===== src/amp_pkg.sv =====
// Function
// (RULE1) sleep stops switching, keeps restart logic up, latched faults stay set
// (RULE2) on shutdown release without sleep: start delay, then ramp volume up
// (RULE3) ramp length follows volume setting, sample rate and speed select
// (RULE4) sleep, mute and shutdown transitions are paced by the volume ramp
// (RULE5) auto-sleep enters sleep after a run of zero samples, length programmable
// (RULE6) first nonzero sample wakes auto-sleep at once; no ramp on entry
// (RULE7) active whenever neither shutdown nor sleep is in effect
// (RULE8) mute ramps volume down while the power stage keeps switching
// (RULE9) core supply reset releases registers; it is the only reset
// (RULE10) stay shut until stage supply first valid; later dips force sleep
// (RULE11) clock errors force immediate sleep; recovery ramps back to playback
// (RULE12) during a clock error fault pin low and clock error flag set
// (RULE13) in shutdown clock error detection is off and its flag reads 1
// (RULE14) before first active entry clock errors pulse fault pin periodically
// (RULE15) after first active entry clock errors hold fault pin low
// (RULE16) over-temperature forces sleep and latches its flag at bit 0
// (RULE17) output DC content forces sleep and latches its flag at bit 1
// (RULE18) overcurrent above selected limit forces sleep, latches flag bit 2
// (RULE19) fault pin held low while any latched fault; optional pull-up
// (RULE20) only a shutdown toggle clears the three latched flags
// (RULE21) after clear wait 650 ms (DC) or 1.3 s before release
// (RULE22) host writes reserved bits with defaults; defaults reload at reset
// (RULE23) shutdown when pin low or control bit 0; registers kept
// (RULE24) shutdown during playback ramps down, stops switching, powers down
// (RULE25) host clears a fault by driving shutdown low then high
// (RULE26) shutdown outranks sleep, which outranks mute
package amp_pkg;
  localparam int CLK_KHZ = 40000;
  localparam int PULSE_LOW_US = 10;
  localparam int PULSE_LOW_CYC = (PULSE_LOW_US * CLK_KHZ + 999) / 1000;
  localparam int PULSE_PERIOD_US = 350;
  localparam int PULSE_PERIOD_CYC = (PULSE_PERIOD_US * CLK_KHZ) / 1000;
  localparam int DC_RECOVER_MS = 650;
  localparam int DC_RECOVER_CYC = DC_RECOVER_MS * CLK_KHZ;
  localparam int HEAT_RECOVER_MS = 1300;
  localparam int HEAT_RECOVER_CYC = HEAT_RECOVER_MS * CLK_KHZ;
  localparam int STARTUP_US = 100;
  localparam int STARTUP_CYC = (STARTUP_US * CLK_KHZ + 999) / 1000;
  localparam int HALT_US = 50;
  localparam int HALT_CYC = (HALT_US * CLK_KHZ + 999) / 1000;
  localparam int SLOW_STEP_SAMPLES = 8;
  // register indices; byte address is four times the index
  localparam logic [7:0] IDX_POWER = 8'h01;
  localparam logic [7:0] IDX_CTRL2 = 8'h03;
  localparam logic [7:0] IDX_VOLUME = 8'h04;
  localparam logic [7:0] IDX_FAULT = 8'h08;
  localparam logic [7:0] IDX_CTRL3 = 8'h13;
  localparam logic [7:0] IDX_ANALOG2 = 8'h14;
  localparam logic [7:0] IDX_STATUS = 8'h20;
  localparam logic [7:0] POWER_RST = 8'hFD;
  localparam logic [7:0] CTRL2_RST = 8'h80;
  localparam logic [7:0] VOLUME_RST = 8'hCF;
  localparam logic [3:0] FAULT_CFG_RST = 4'h0;
  localparam logic [7:0] CTRL3_RST = 8'h00;
  localparam logic [7:0] ANALOG2_RST = 8'h02;
  localparam int PWR_SDZ_BIT = 0;
  localparam int PWR_SLEEP_BIT = 1;
  localparam int CTRL2_MUTE_BIT = 4;
  localparam int CTRL2_SPEED_BIT = 6;
  localparam int FAULT_CLKERR_BIT = 3;
  localparam int FAULT_LIMIT_LSB = 4;
  localparam int IDLE_LSB = 3;
  localparam int ANALOG2_PU_BIT = 3;
  localparam logic [15:0] IDLE_SAMPLES_1 = 16'h0400;
  localparam logic [15:0] IDLE_SAMPLES_2 = 16'h1000;
  localparam logic [15:0] IDLE_SAMPLES_3 = 16'h4000;

  typedef enum logic [2:0] {
    ST_SHUT = 3'b000,
    ST_START = 3'b001,
    ST_PLAY = 3'b010,
    ST_RAMPDN = 3'b011,
    ST_SLEEP = 3'b100
  } mode_t;

  // latched protection faults, bit order as in the fault register
  typedef struct packed {
    logic overcurrent;
    logic dc_offset;
    logic overtemp;
  } latched_t;
endpackage


===== src/amp_mode_fault_control.sv =====
// The address map and the APB interface to the registers were chosen for this implementation.
`timescale 1ns/1ps
module amp_mode_fault_control import amp_pkg::*; #(
  parameter int PULSE_PERIOD = PULSE_PERIOD_CYC,
  parameter int DC_RECOVER = DC_RECOVER_CYC,
  parameter int HEAT_RECOVER = HEAT_RECOVER_CYC
) (
  // clock and core supply reset
  input wire logic REF_CLK,
  input wire logic RST_B,
  // apb slave
  input wire logic PSEL,
  input wire logic PENABLE,
  input wire logic PWRITE,
  input wire logic [7:0] PADDR,
  input wire logic [31:0] PWDATA,
  output logic [31:0] PRDATA,
  output logic PREADY,
  output logic PSLVERR,
  // pins and analog monitors, asynchronous
  input wire logic SHUTDOWN_N,
  input wire logic FRAME_CLK,
  input wire logic SUPPLY_OK,
  input wire logic OVERTEMP_DET,
  input wire logic DC_DET,
  input wire logic OVERCURRENT_DET,
  // audio datapath, same clock
  input wire logic SAMPLE_ZERO,
  input wire logic CLK_RATE_ERR,
  // open-drain fault pin
  input wire logic FAULT_OUT_N_IN,
  output logic FAULT_OUT_N_OUT,
  output logic FAULT_OUT_N_OE_N,
  output logic FAULT_PULLUP_EN,
  // power stage and volume
  output logic SWITCH_EN,
  output logic STAGE_HIZ,
  output logic BLOCKS_ON,
  output logic [1:0] CURRENT_LIMIT,
  output logic [7:0] VOLUME_LEVEL
);
  logic [6:0] sy;
  logic sd_pin_n, fclk_s, supply_ok, ot_det, dc_det, oc_det, pin_lvl;
  logic [7:0] power_r, ctrl2_r, volume_r, ctrl3_r, analog2_r;
  logic [3:0] fault_cfg_r;
  logic pready_r, pslverr_r;
  logic [31:0] prdata_r, rdata;
  logic [7:0] idx;
  logic apb_acc, wr_fire;
  mode_t state_r;
  latched_t flags_r, set_vec;
  logic supply_seen_r, sd_user_d_r, fclk_d_r, clk_err_r, active_once_r;
  logic auto_r, down_to_shut_r, fault_drive;
  logic sd_user, sd_req, clear_pulse, sample_tick, ramp_tick, halted;
  logic hard_sleep, sleep_bit, auto_idle, rec_busy, pulse_low;
  logic [25:0] rec_cnt_r;
  logic [13:0] pulse_cnt_r;
  logic [11:0] halt_cnt_r, start_cnt_r;
  logic [15:0] idle_cnt_r, idle_lim;
  logic [2:0] ramp_div_r;
  logic [7:0] level_r, target;

  function automatic logic [15:0] idle_limit(input logic [1:0] code);
    case (code)
      2'b01: idle_limit = IDLE_SAMPLES_1;
      2'b10: idle_limit = IDLE_SAMPLES_2;
      2'b11: idle_limit = IDLE_SAMPLES_3;
      default: idle_limit = 16'h0000;
    endcase
  endfunction

  function automatic logic reg_hit(input logic [7:0] i);
    reg_hit = (i == IDX_POWER) || (i == IDX_CTRL2) || (i == IDX_VOLUME) ||
      (i == IDX_FAULT) || (i == IDX_CTRL3) || (i == IDX_ANALOG2) ||
      (i == IDX_STATUS);
  endfunction

  sync2 #(.W(7)) u_sync (
    .clk(REF_CLK),
    .rst_b(RST_B),
    .d({SHUTDOWN_N, FRAME_CLK, SUPPLY_OK, OVERTEMP_DET, DC_DET,
        OVERCURRENT_DET, FAULT_OUT_N_IN}),
    .q(sy)
  );
  assign {sd_pin_n, fclk_s, supply_ok, ot_det, dc_det, oc_det, pin_lvl} = sy;

  // ---------------- apb slave: one wait state, then PREADY
  assign idx = {2'b00, PADDR[7:2]};
  assign apb_acc = PSEL & PENABLE;
  assign wr_fire = apb_acc & pready_r & PWRITE;

  always_comb begin
    rdata = 32'h0000_0000;
    case (idx)
      IDX_POWER: rdata[7:0] = power_r;
      IDX_CTRL2: rdata[7:0] = ctrl2_r;
      IDX_VOLUME: rdata[7:0] = volume_r;
      IDX_FAULT: rdata[7:0] = {fault_cfg_r,
        (state_r == ST_SHUT) | clk_err_r, flags_r}; // RULE12 RULE13
      IDX_CTRL3: rdata[7:0] = ctrl3_r;
      IDX_ANALOG2: rdata[7:0] = analog2_r;
      IDX_STATUS: rdata[8:0] = {pin_lvl, SWITCH_EN, supply_seen_r,
        rec_busy, auto_r, active_once_r, state_r};
      default: rdata = 32'h0000_0000;
    endcase
  end

  always_ff @(posedge REF_CLK or negedge RST_B) begin
    if (!RST_B) begin
      pready_r <= 1'b0;
      pslverr_r <= 1'b0;
      prdata_r <= 32'h0000_0000;
    end else begin
      pready_r <= apb_acc & ~pready_r;
      if (apb_acc & ~pready_r) begin
        pslverr_r <= ~reg_hit(idx) | (PADDR[1:0] != 2'b00);
        prdata_r <= PWRITE ? 32'h0000_0000 : rdata;
      end
    end
  end
  assign PREADY = pready_r;
  assign PSLVERR = pslverr_r;
  assign PRDATA = prdata_r;

  // defaults reload only on core supply reset; reserved bits are stored
  always_ff @(posedge REF_CLK or negedge RST_B) begin
    if (!RST_B) begin
      power_r <= POWER_RST; // RULE9 RULE22
      ctrl2_r <= CTRL2_RST;
      volume_r <= VOLUME_RST;
      fault_cfg_r <= FAULT_CFG_RST;
      ctrl3_r <= CTRL3_RST;
      analog2_r <= ANALOG2_RST;
    end else if (wr_fire && PADDR[1:0] == 2'b00) begin
      case (idx)
        IDX_POWER: power_r <= PWDATA[7:0];
        IDX_CTRL2: ctrl2_r <= PWDATA[7:0];
        IDX_VOLUME: volume_r <= PWDATA[7:0];
        IDX_FAULT: fault_cfg_r <= PWDATA[7:4];
        IDX_CTRL3: ctrl3_r <= PWDATA[7:0];
        IDX_ANALOG2: analog2_r <= PWDATA[7:0];
        default: ;
      endcase
    end
  end

  // ---------------- shutdown request and fault clearing
  assign sd_user = ~sd_pin_n | ~power_r[PWR_SDZ_BIT]; // RULE23
  assign sd_req = sd_user | ~supply_seen_r; // RULE10
  // clear on the release edge, so a full low-high toggle is needed
  assign clear_pulse = sd_user_d_r & ~sd_user; // RULE20 RULE25

  always_ff @(posedge REF_CLK or negedge RST_B) begin
    if (!RST_B) begin
      supply_seen_r <= 1'b0;
      sd_user_d_r <= 1'b1;
    end else begin
      sd_user_d_r <= sd_user;
      if (supply_ok) begin
        supply_seen_r <= 1'b1; // RULE10
      end
    end
  end

  // detectors are powered only outside shutdown; a new set beats a clear
  assign set_vec = (state_r == ST_SHUT) ? 3'b000 : {oc_det, dc_det, ot_det};

  always_ff @(posedge REF_CLK or negedge RST_B) begin
    if (!RST_B) begin
      flags_r <= 3'b000;
    end else begin
      flags_r <= (flags_r & ~{3{clear_pulse}}) | set_vec; // RULE16 RULE17 RULE18 RULE20
    end
  end

  assign rec_busy = rec_cnt_r != 26'd0;

  always_ff @(posedge REF_CLK or negedge RST_B) begin
    if (!RST_B) begin
      rec_cnt_r <= 26'd0;
    end else if (clear_pulse && (flags_r.overtemp || flags_r.overcurrent)) begin
      rec_cnt_r <= 26'(HEAT_RECOVER - 1); // RULE21
    end else if (clear_pulse && flags_r.dc_offset) begin
      rec_cnt_r <= 26'(DC_RECOVER - 1); // RULE21
    end else if (rec_busy) begin
      rec_cnt_r <= rec_cnt_r - 26'd1;
    end
  end

  // ---------------- audio clock supervision
  assign sample_tick = fclk_s & ~fclk_d_r;
  assign halted = halt_cnt_r == 12'(HALT_CYC);

  always_ff @(posedge REF_CLK or negedge RST_B) begin
    if (!RST_B) begin
      fclk_d_r <= 1'b0;
      halt_cnt_r <= 12'd0;
      clk_err_r <= 1'b0;
    end else begin
      fclk_d_r <= fclk_s;
      // detector is powered down in shutdown
      if (state_r == ST_SHUT || sample_tick) begin
        halt_cnt_r <= 12'd0; // RULE13
      end else if (!halted) begin
        halt_cnt_r <= halt_cnt_r + 12'd1;
      end
      clk_err_r <= (state_r != ST_SHUT) & (CLK_RATE_ERR | halted); // RULE11
    end
  end

  assign pulse_low = pulse_cnt_r < 14'(PULSE_LOW_CYC);

  always_ff @(posedge REF_CLK or negedge RST_B) begin
    if (!RST_B) begin
      pulse_cnt_r <= 14'd0;
      active_once_r <= 1'b0;
    end else begin
      if (!clk_err_r || pulse_cnt_r == 14'(PULSE_PERIOD - 1)) begin
        pulse_cnt_r <= 14'd0; // RULE14
      end else begin
        pulse_cnt_r <= pulse_cnt_r + 14'd1;
      end
      if (state_r == ST_SHUT) begin
        active_once_r <= 1'b0;
      end else if (state_r == ST_PLAY) begin
        active_once_r <= 1'b1;
      end
    end
  end

  // pulsed mode avoids a lock-up when the pin loops back to shutdown
  assign fault_drive = (|flags_r) | rec_busy | // RULE19 RULE21
    (clk_err_r & (active_once_r | pulse_low)); // RULE12 RULE14 RULE15

  // ---------------- idle run for auto-sleep
  assign idle_lim = idle_limit(ctrl3_r[IDLE_LSB +: 2]);
  assign auto_idle = (idle_lim != 16'h0000) && (idle_cnt_r == idle_lim); // RULE5

  always_ff @(posedge REF_CLK or negedge RST_B) begin
    if (!RST_B) begin
      idle_cnt_r <= 16'h0000;
    end else if (state_r == ST_SHUT || (sample_tick && !SAMPLE_ZERO)) begin
      idle_cnt_r <= 16'h0000; // RULE6
    end else if (sample_tick && !auto_idle) begin
      idle_cnt_r <= idle_cnt_r + 16'h0001;
    end
  end

  // ---------------- mode controller
  assign sleep_bit = power_r[PWR_SLEEP_BIT];
  // events that cut switching at once, without a ramp
  assign hard_sleep = ~supply_ok | clk_err_r | (|flags_r) | rec_busy; // RULE10 RULE11

  always_ff @(posedge REF_CLK or negedge RST_B) begin
    if (!RST_B) begin
      state_r <= ST_SHUT; // RULE9
      start_cnt_r <= 12'd0;
      down_to_shut_r <= 1'b0;
      auto_r <= 1'b0;
    end else begin
      case (state_r)
        ST_SHUT: begin
          auto_r <= 1'b0;
          start_cnt_r <= 12'd0;
          if (!sd_req) begin
            state_r <= ST_START;
          end
        end
        ST_START: begin
          start_cnt_r <= start_cnt_r + 12'd1;
          if (sd_req) begin
            state_r <= ST_SHUT;
          end else if (start_cnt_r == 12'(STARTUP_CYC - 1)) begin
            state_r <= (hard_sleep | sleep_bit) ? ST_SLEEP : ST_PLAY; // RULE2
          end
        end
        ST_PLAY: begin
          // shutdown first, then sleep; mute only shapes the ramp
          if (sd_req) begin
            state_r <= ST_RAMPDN; // RULE24 RULE26
            down_to_shut_r <= 1'b1;
          end else if (hard_sleep) begin
            state_r <= ST_SLEEP; // RULE11 RULE16 RULE17 RULE18
          end else if (sleep_bit) begin
            state_r <= ST_RAMPDN; // RULE4
            down_to_shut_r <= 1'b0;
          end else if (auto_idle) begin
            state_r <= ST_SLEEP; // RULE6
            auto_r <= 1'b1;
          end
        end
        ST_RAMPDN: begin
          if (sd_req) begin
            down_to_shut_r <= 1'b1;
          end
          if (!sd_req && hard_sleep) begin
            state_r <= ST_SLEEP;
          end else if (!sd_req && !sleep_bit) begin
            state_r <= ST_PLAY; // RULE7
          // a halted frame clock would stall the ramp forever
          end else if (level_r == 8'h00 || clk_err_r) begin
            state_r <= down_to_shut_r | sd_req ? ST_SHUT : ST_SLEEP; // RULE24
          end
        end
        ST_SLEEP: begin
          if (sd_req) begin
            state_r <= ST_SHUT; // RULE26
          end else if (hard_sleep || sleep_bit) begin
            auto_r <= 1'b0; // RULE1
          end else if (!auto_r || !auto_idle) begin
            state_r <= ST_PLAY; // RULE6 RULE7 RULE11
            auto_r <= 1'b0;
          end
        end
        default: state_r <= ST_SHUT;
      endcase
    end
  end

  // ---------------- volume ramp, one step per sample or per eight
  assign ramp_tick = sample_tick & (ctrl2_r[CTRL2_SPEED_BIT] |
    (ramp_div_r == 3'(SLOW_STEP_SAMPLES - 1))); // RULE3
  assign target = ctrl2_r[CTRL2_MUTE_BIT] ? 8'h00 : volume_r; // RULE8

  always_ff @(posedge REF_CLK or negedge RST_B) begin
    if (!RST_B) begin
      ramp_div_r <= 3'd0;
      level_r <= 8'h00;
    end else begin
      if (sample_tick) begin
        ramp_div_r <= ramp_div_r + 3'd1;
      end
      if (state_r == ST_SHUT || (state_r == ST_SLEEP && !auto_r)) begin
        level_r <= 8'h00; // RULE1 RULE2
      end else if (ramp_tick && state_r == ST_PLAY) begin
        if (level_r < target) begin
          level_r <= level_r + 8'h01; // RULE2 RULE3
        end else if (level_r > target) begin
          level_r <= level_r - 8'h01; // RULE8
        end
      end else if (ramp_tick && state_r == ST_RAMPDN && level_r != 8'h00) begin
        level_r <= level_r - 8'h01; // RULE4 RULE24
      end
    end
  end

  // ---------------- registered outputs
  always_ff @(posedge REF_CLK or negedge RST_B) begin
    if (!RST_B) begin
      SWITCH_EN <= 1'b0;
      STAGE_HIZ <= 1'b1;
      BLOCKS_ON <= 1'b0;
      FAULT_OUT_N_OUT <= 1'b0;
      FAULT_OUT_N_OE_N <= 1'b1;
      FAULT_PULLUP_EN <= 1'b0;
      CURRENT_LIMIT <= 2'b00;
      VOLUME_LEVEL <= 8'h00;
    end else begin
      // muted play keeps switching with idle input
      SWITCH_EN <= state_r == ST_PLAY || state_r == ST_RAMPDN; // RULE1 RULE8
      STAGE_HIZ <= !(state_r == ST_PLAY || state_r == ST_RAMPDN); // RULE24
      BLOCKS_ON <= state_r != ST_SHUT; // RULE1 RULE24
      FAULT_OUT_N_OUT <= 1'b0;
      FAULT_OUT_N_OE_N <= ~fault_drive; // RULE19
      FAULT_PULLUP_EN <= analog2_r[ANALOG2_PU_BIT]; // RULE19
      CURRENT_LIMIT <= fault_cfg_r[FAULT_LIMIT_LSB - 4 +: 2]; // RULE18
      VOLUME_LEVEL <= level_r;
    end
  end
endmodule


===== src/sync2.sv =====
`timescale 1ns/1ps
module sync2 #(
  parameter int W = 1
) (
  input wire logic clk,
  input wire logic rst_b,
  input wire logic [W-1:0] d,
  output logic [W-1:0] q
);
  logic [W-1:0] meta_r;

  always_ff @(posedge clk or negedge rst_b) begin
    if (!rst_b) begin
      meta_r <= '0;
      q <= '0;
    end else begin
      meta_r <= d;
      q <= meta_r;
    end
  end
endmodule


===== config.mk =====
export PLATFORM = sky130hd
export DESIGN_NAME = amp_mode_fault_control
export DESIGN_NICKNAME = d
export VERILOG_FILES = /design/src/amp_pkg.sv /design/src/amp_mode_fault_control.sv /design/src/sync2.sv
export SDC_FILE = /design/constraint.sdc
export NUM_CORES = 1
export LEC_CHECK = 0
export ABC_AREA = 1
export BUFFER_PORTS_ARGS = -buffer_cell sky130_fd_sc_hd__buf_4
export CAP_MARGIN = 30
export CORE_ASPECT_RATIO = 0.5
export CORE_MARGIN = 5
export CORE_UTILIZATION = 59
export CTS_CLUSTER_DIAMETER = 150
export DETAILED_ROUTE_END_ITERATION = 16
export PLACE_DENSITY = 0.8
export SLEW_MARGIN = 30
export SYNTH_ARGS = -nofsm -noshare
export SYNTH_HDL_FRONTEND = slang
export SYNTH_SLANG_ARGS = --single-unit
export TNS_END_PERCENT = 50

===== constraint.sdc =====
create_clock -name REF_CLK -period 2.8 [get_ports REF_CLK]
set_clock_uncertainty 0.05 [all_clocks]
set_input_delay 0.42 -clock REF_CLK [delete_from_list [all_inputs] [get_ports REF_CLK]]
set_output_delay 0.42 -clock REF_CLK [all_outputs]
set_load 0.01 [all_outputs]

==> summary.md <==
| Metric | Value |
|---|---|
| Hold crit path type | in2reg |
| Slew Viols, Final | 0 |
| Final setup fails | 0 |
| F_max | ~420 MHz |
| CP delay by family, top | simple AND/OR/NAND/NOR gates |
| Fill count | ~1300 |
| Setup bufs post-CTS | 0 |
| Status | finished clean |
| Sw Ratio | 36.8% |
| Diode count | 0 |
| Share of the synthesized area in the top cell type | 43.0% |
| PortBufs | 55 |
| Slew HR | 54.4% |
| Post-route ant nets | 0 |
| CTS tree | yes |
| Worst path bufs/invs | 4 |
| CP most frequent cell | nand2_1 |
| Worst endpoint required time | 3.11 ns |
| Leading area contributor after synthesis | dfrtp_1 |
| PwrDens | between 700 and 800 mW/mm2 |
| Reg clk slew, reported paths | 0.07 ns |
| Clock Sinks | 188 |
| Critical Path Fanout Max | 10 |
| Count of cell types in the netlist | 53 |
| Latest clock arrival within the worst-skew pair | 0.44 ns |
| Fin. Hold Viols | 0 |
| Routed wire length | around 23 mm |
| Synth Warn # | 0 |
| Hold Crit Depth | 1 |
| Logic pwr share | 27.5% |
| Dominant cells by area after synthesis | dfrtp_1 (43%), nand2_1 (11%), inv_1 (5.0%) |
| Die extent in y | roughly 100 um |
| Most common library cells after synthesis | nand2_1 (292), dfrtp_1 (170), inv_1 (133) |
| R2R cell count | 15 |
| Synthesized instance count | 1218 |
| Post-synthesis cell area | 0.00989 mm2 |
| Io pins | 104 |
| Grt total ovfl | 0 |
| Initial antenna violation count | 0 |
| First-pass iteration count of the detailed router | 6 |
| Largest net degree at the start of global routing | 75 |
| Worst path depth | 15 |
| Cell Count, Final, Fillers Out | between 1500 and 2000 |
| Crit Path Category | reg2reg |
| Synthesized area per cell | 8.12 um2 |
| Worst-path cell chain | inv_1 -> nand2_1 -> ha_1 -> nand2_1 -> inv_1 -> nor2_1 -> o21a_1 -> nand2_1 -> inv_1 -> nand2_2 -> nand2_4 -> inv_2 -> nor2_4 -> nand2_1 -> o21ai_1 |
| Psw | between 3000 and 4000 uW |
| Total area of sequential cells | 0.00473 mm2 |
| Vias | 8448 |
| Clock Path Buffers | 2 |
| Synthesized flop and latch total | 188 |
| Internal power | 5160 uW |
| Endpoint type of the worst setup path | register |
| Synth Flop Type | dfrtp_1 |
| RSZ-0062 raised after global routing | no |
| Row Count | 33 |
| Layout Area Growth over Synthesis | 12.3% |
| Final worst-path cycle share | a little over four fifths |
| Wire per inst | 15.3 um |
| Layout net count | 1362 |
| Dpl cells | 1494 |
| Slowest stage delay, CP | 0.41 ns |
| Post-synthesis async set-or-reset flop share | 100% |
| Gpl congestion | 0.975 |
| Post-detail-place hpwl | 17.1 mm |
| Slowest-stage cell, CP | dfrtp_1 |
| Max-cap violations | 0 |
| Cts bufs inserted | 17 |
| # DRC | 0 |
| Final TNS setup | 0 ns |
| Slew @ Worst Pin | 0.681 ns |
| Core ar. | between 0.015 and 0.02 mm2 |
| Die X | 193 um |
| CTS root buf | clkbuf_16 |
| Leak pwr | 0.00524 uW |
| Fin crit period | around 2.4 ns |
| Die area | 0.0196 mm2 |
| Initial DRC count | about 790 |
| Worst Path Arrival | ~2.7 ns |
| H-tree lvl count | 4 |
| All-Layer GR Usage | about a quarter |
| Most frequent cell after synthesis | nand2_1 |
| Peak supply drop | roughly 0.48 mV |
| Startpoint types | register |
| EDFF count, synth | 0 |
| Via/cell ratio | 5.53 |
| Seq/Total Area, Yosys | between 40% and 50% |
| Share of cells above drive strength 1 | 13.9% |
| Vias in the first global route | 7982 |
| Flop pwr share | a little over two fifths |
| Clock power frac | 29.9% |
| Initial Utilization | 60.4% |
| First-pass GRT wire length | 39.0 mm |
| Footprint of the multi-input gates | 0.00448 mm2 |
[what timing repair did]
action / 4_1_cts / 5_1_grt
hold endpoints to repair: 64 / 0
resized for setup: 0 / 0
hold buffers: 1 / 0
[layout make-up]
class | count | share of cell area (%)
Clock buffer | 18 | 3.95
Clock inverter | 14 | 1.33
Inverter | 144 | 4.86
Multi-Input combinational cell | 875 | 40.3
Sequential cell | 188 | 42.5
Tap cell | 227 | 2.56
Timing Repair Buffer | 61 | 4.42
[kinds of logic (layout without fill, tap and decap cells)]
kind of cell / Yosys count / in the layout / synth area share, %
buffers and inverters: 178 / 237 / 7.78
XOR/XNOR: 24 / 24 / 2.12
AND/OR/NAND/NOR: 613 / 613 / 28.7
other: 1 / 24 / 0.0379
flip-flops: 188 / 188 / 47.8
adder cells (fa/ha/maj): 21 / 21 / 2.66
AO/OA/AOI/OAI: 193 / 193 / 10.9
[layout by cell type, fill, tap and decap left out, drive strengths merged, types with 5 or more instances in the layout]
cell and n:
a21oi 49, a22oi 5, buf 59, clkbuf 19
clkinv 5, conb 24, dfrtp 170, dfstp 18
ha 21, inv 151, nand2 306, nand3 73
nand3b 6, nand4 25, nor2 154, nor3 33
nor4 7, o21ai 107, o31ai 6, xor2 21
[final timing paths]
check / start / slack (ns) / to
worst max-delay path: ctrl2_r[4] / 0.44 / level_r[1]
min in group asynchronous: RST_B / 0.51 / idle_cnt_r[5]
worst max register to register: ctrl2_r[4] / 0.44 / level_r[1]
worst min register to register: u_sync.meta_r[5] / 0.30 / u_sync.q[5]
worst min-delay path: OVERTEMP_DET / 0.04 / u_sync.meta_r[3]
max in group asynchronous: RST_B / 1.37 / STAGE_HIZ
[sequential cells by signal, indices dropped and copies added (netlist names), 3 cells and up]
register and cells:
rec_cnt_r 26, state_r 3, halt_cnt_r 12, fault_cfg_r 4, u_sync.q 7, ramp_div_r 3, ctrl3_r 8, volume_r 8
power_r 8, ctrl2_r 8, PRDATA 9, idle_cnt_r 16, pulse_cnt_r 14, flags_r 3, VOLUME_LEVEL 8, level_r 8
analog2_r 8, start_cnt_r 12, u_sync.meta_r 7
[power by group through the flow]
stage | clock (uW) | sequential [uW] | combinational [uW]
2_1_floorplan | 0 | 3430 | 1650
3_3_place_gp | 0 | 3500 | 2120
3_5_place_dp | 0 | 3510 | 2210
4_1_cts | 2460 | 3470 | 2230
5_1_grt | 2590 | 3530 | 2530
6_report | 2440 | 3480 | 2240
[metal layers]
| layer | global-route usage (%) | up-vias | part of all wire, % |
|---|---|---|---|
| met3 | 4.68 | 45 | 6.5 |
| met2 | 41.0 | 278 | 47 |
| met1 | 34.6 | 4048 | 45 |
| met5 | 0 | - | 0 |
| li1 | - | 4077 | - |
| met4 | 5.55 | 0 | 1.5 |
[per-stage QoR]
stage               hold WS (ns)  utilization, %  power, uW  worst slack, ns  instance area [um2]
global route              0.0210            67.8       8650            0.163                11100
global placement           0.283            64.2       5620            0.521                10500
CTS                       0.0270            67.8       8170            0.446                11100
floorplan                 0.0744               -       5080            0.812                 9980
finish                    0.0365            67.8       8160            0.444                11100
detailed placement         0.286            64.2       5720            0.464                10500
(Power assumes the default switching activity.)
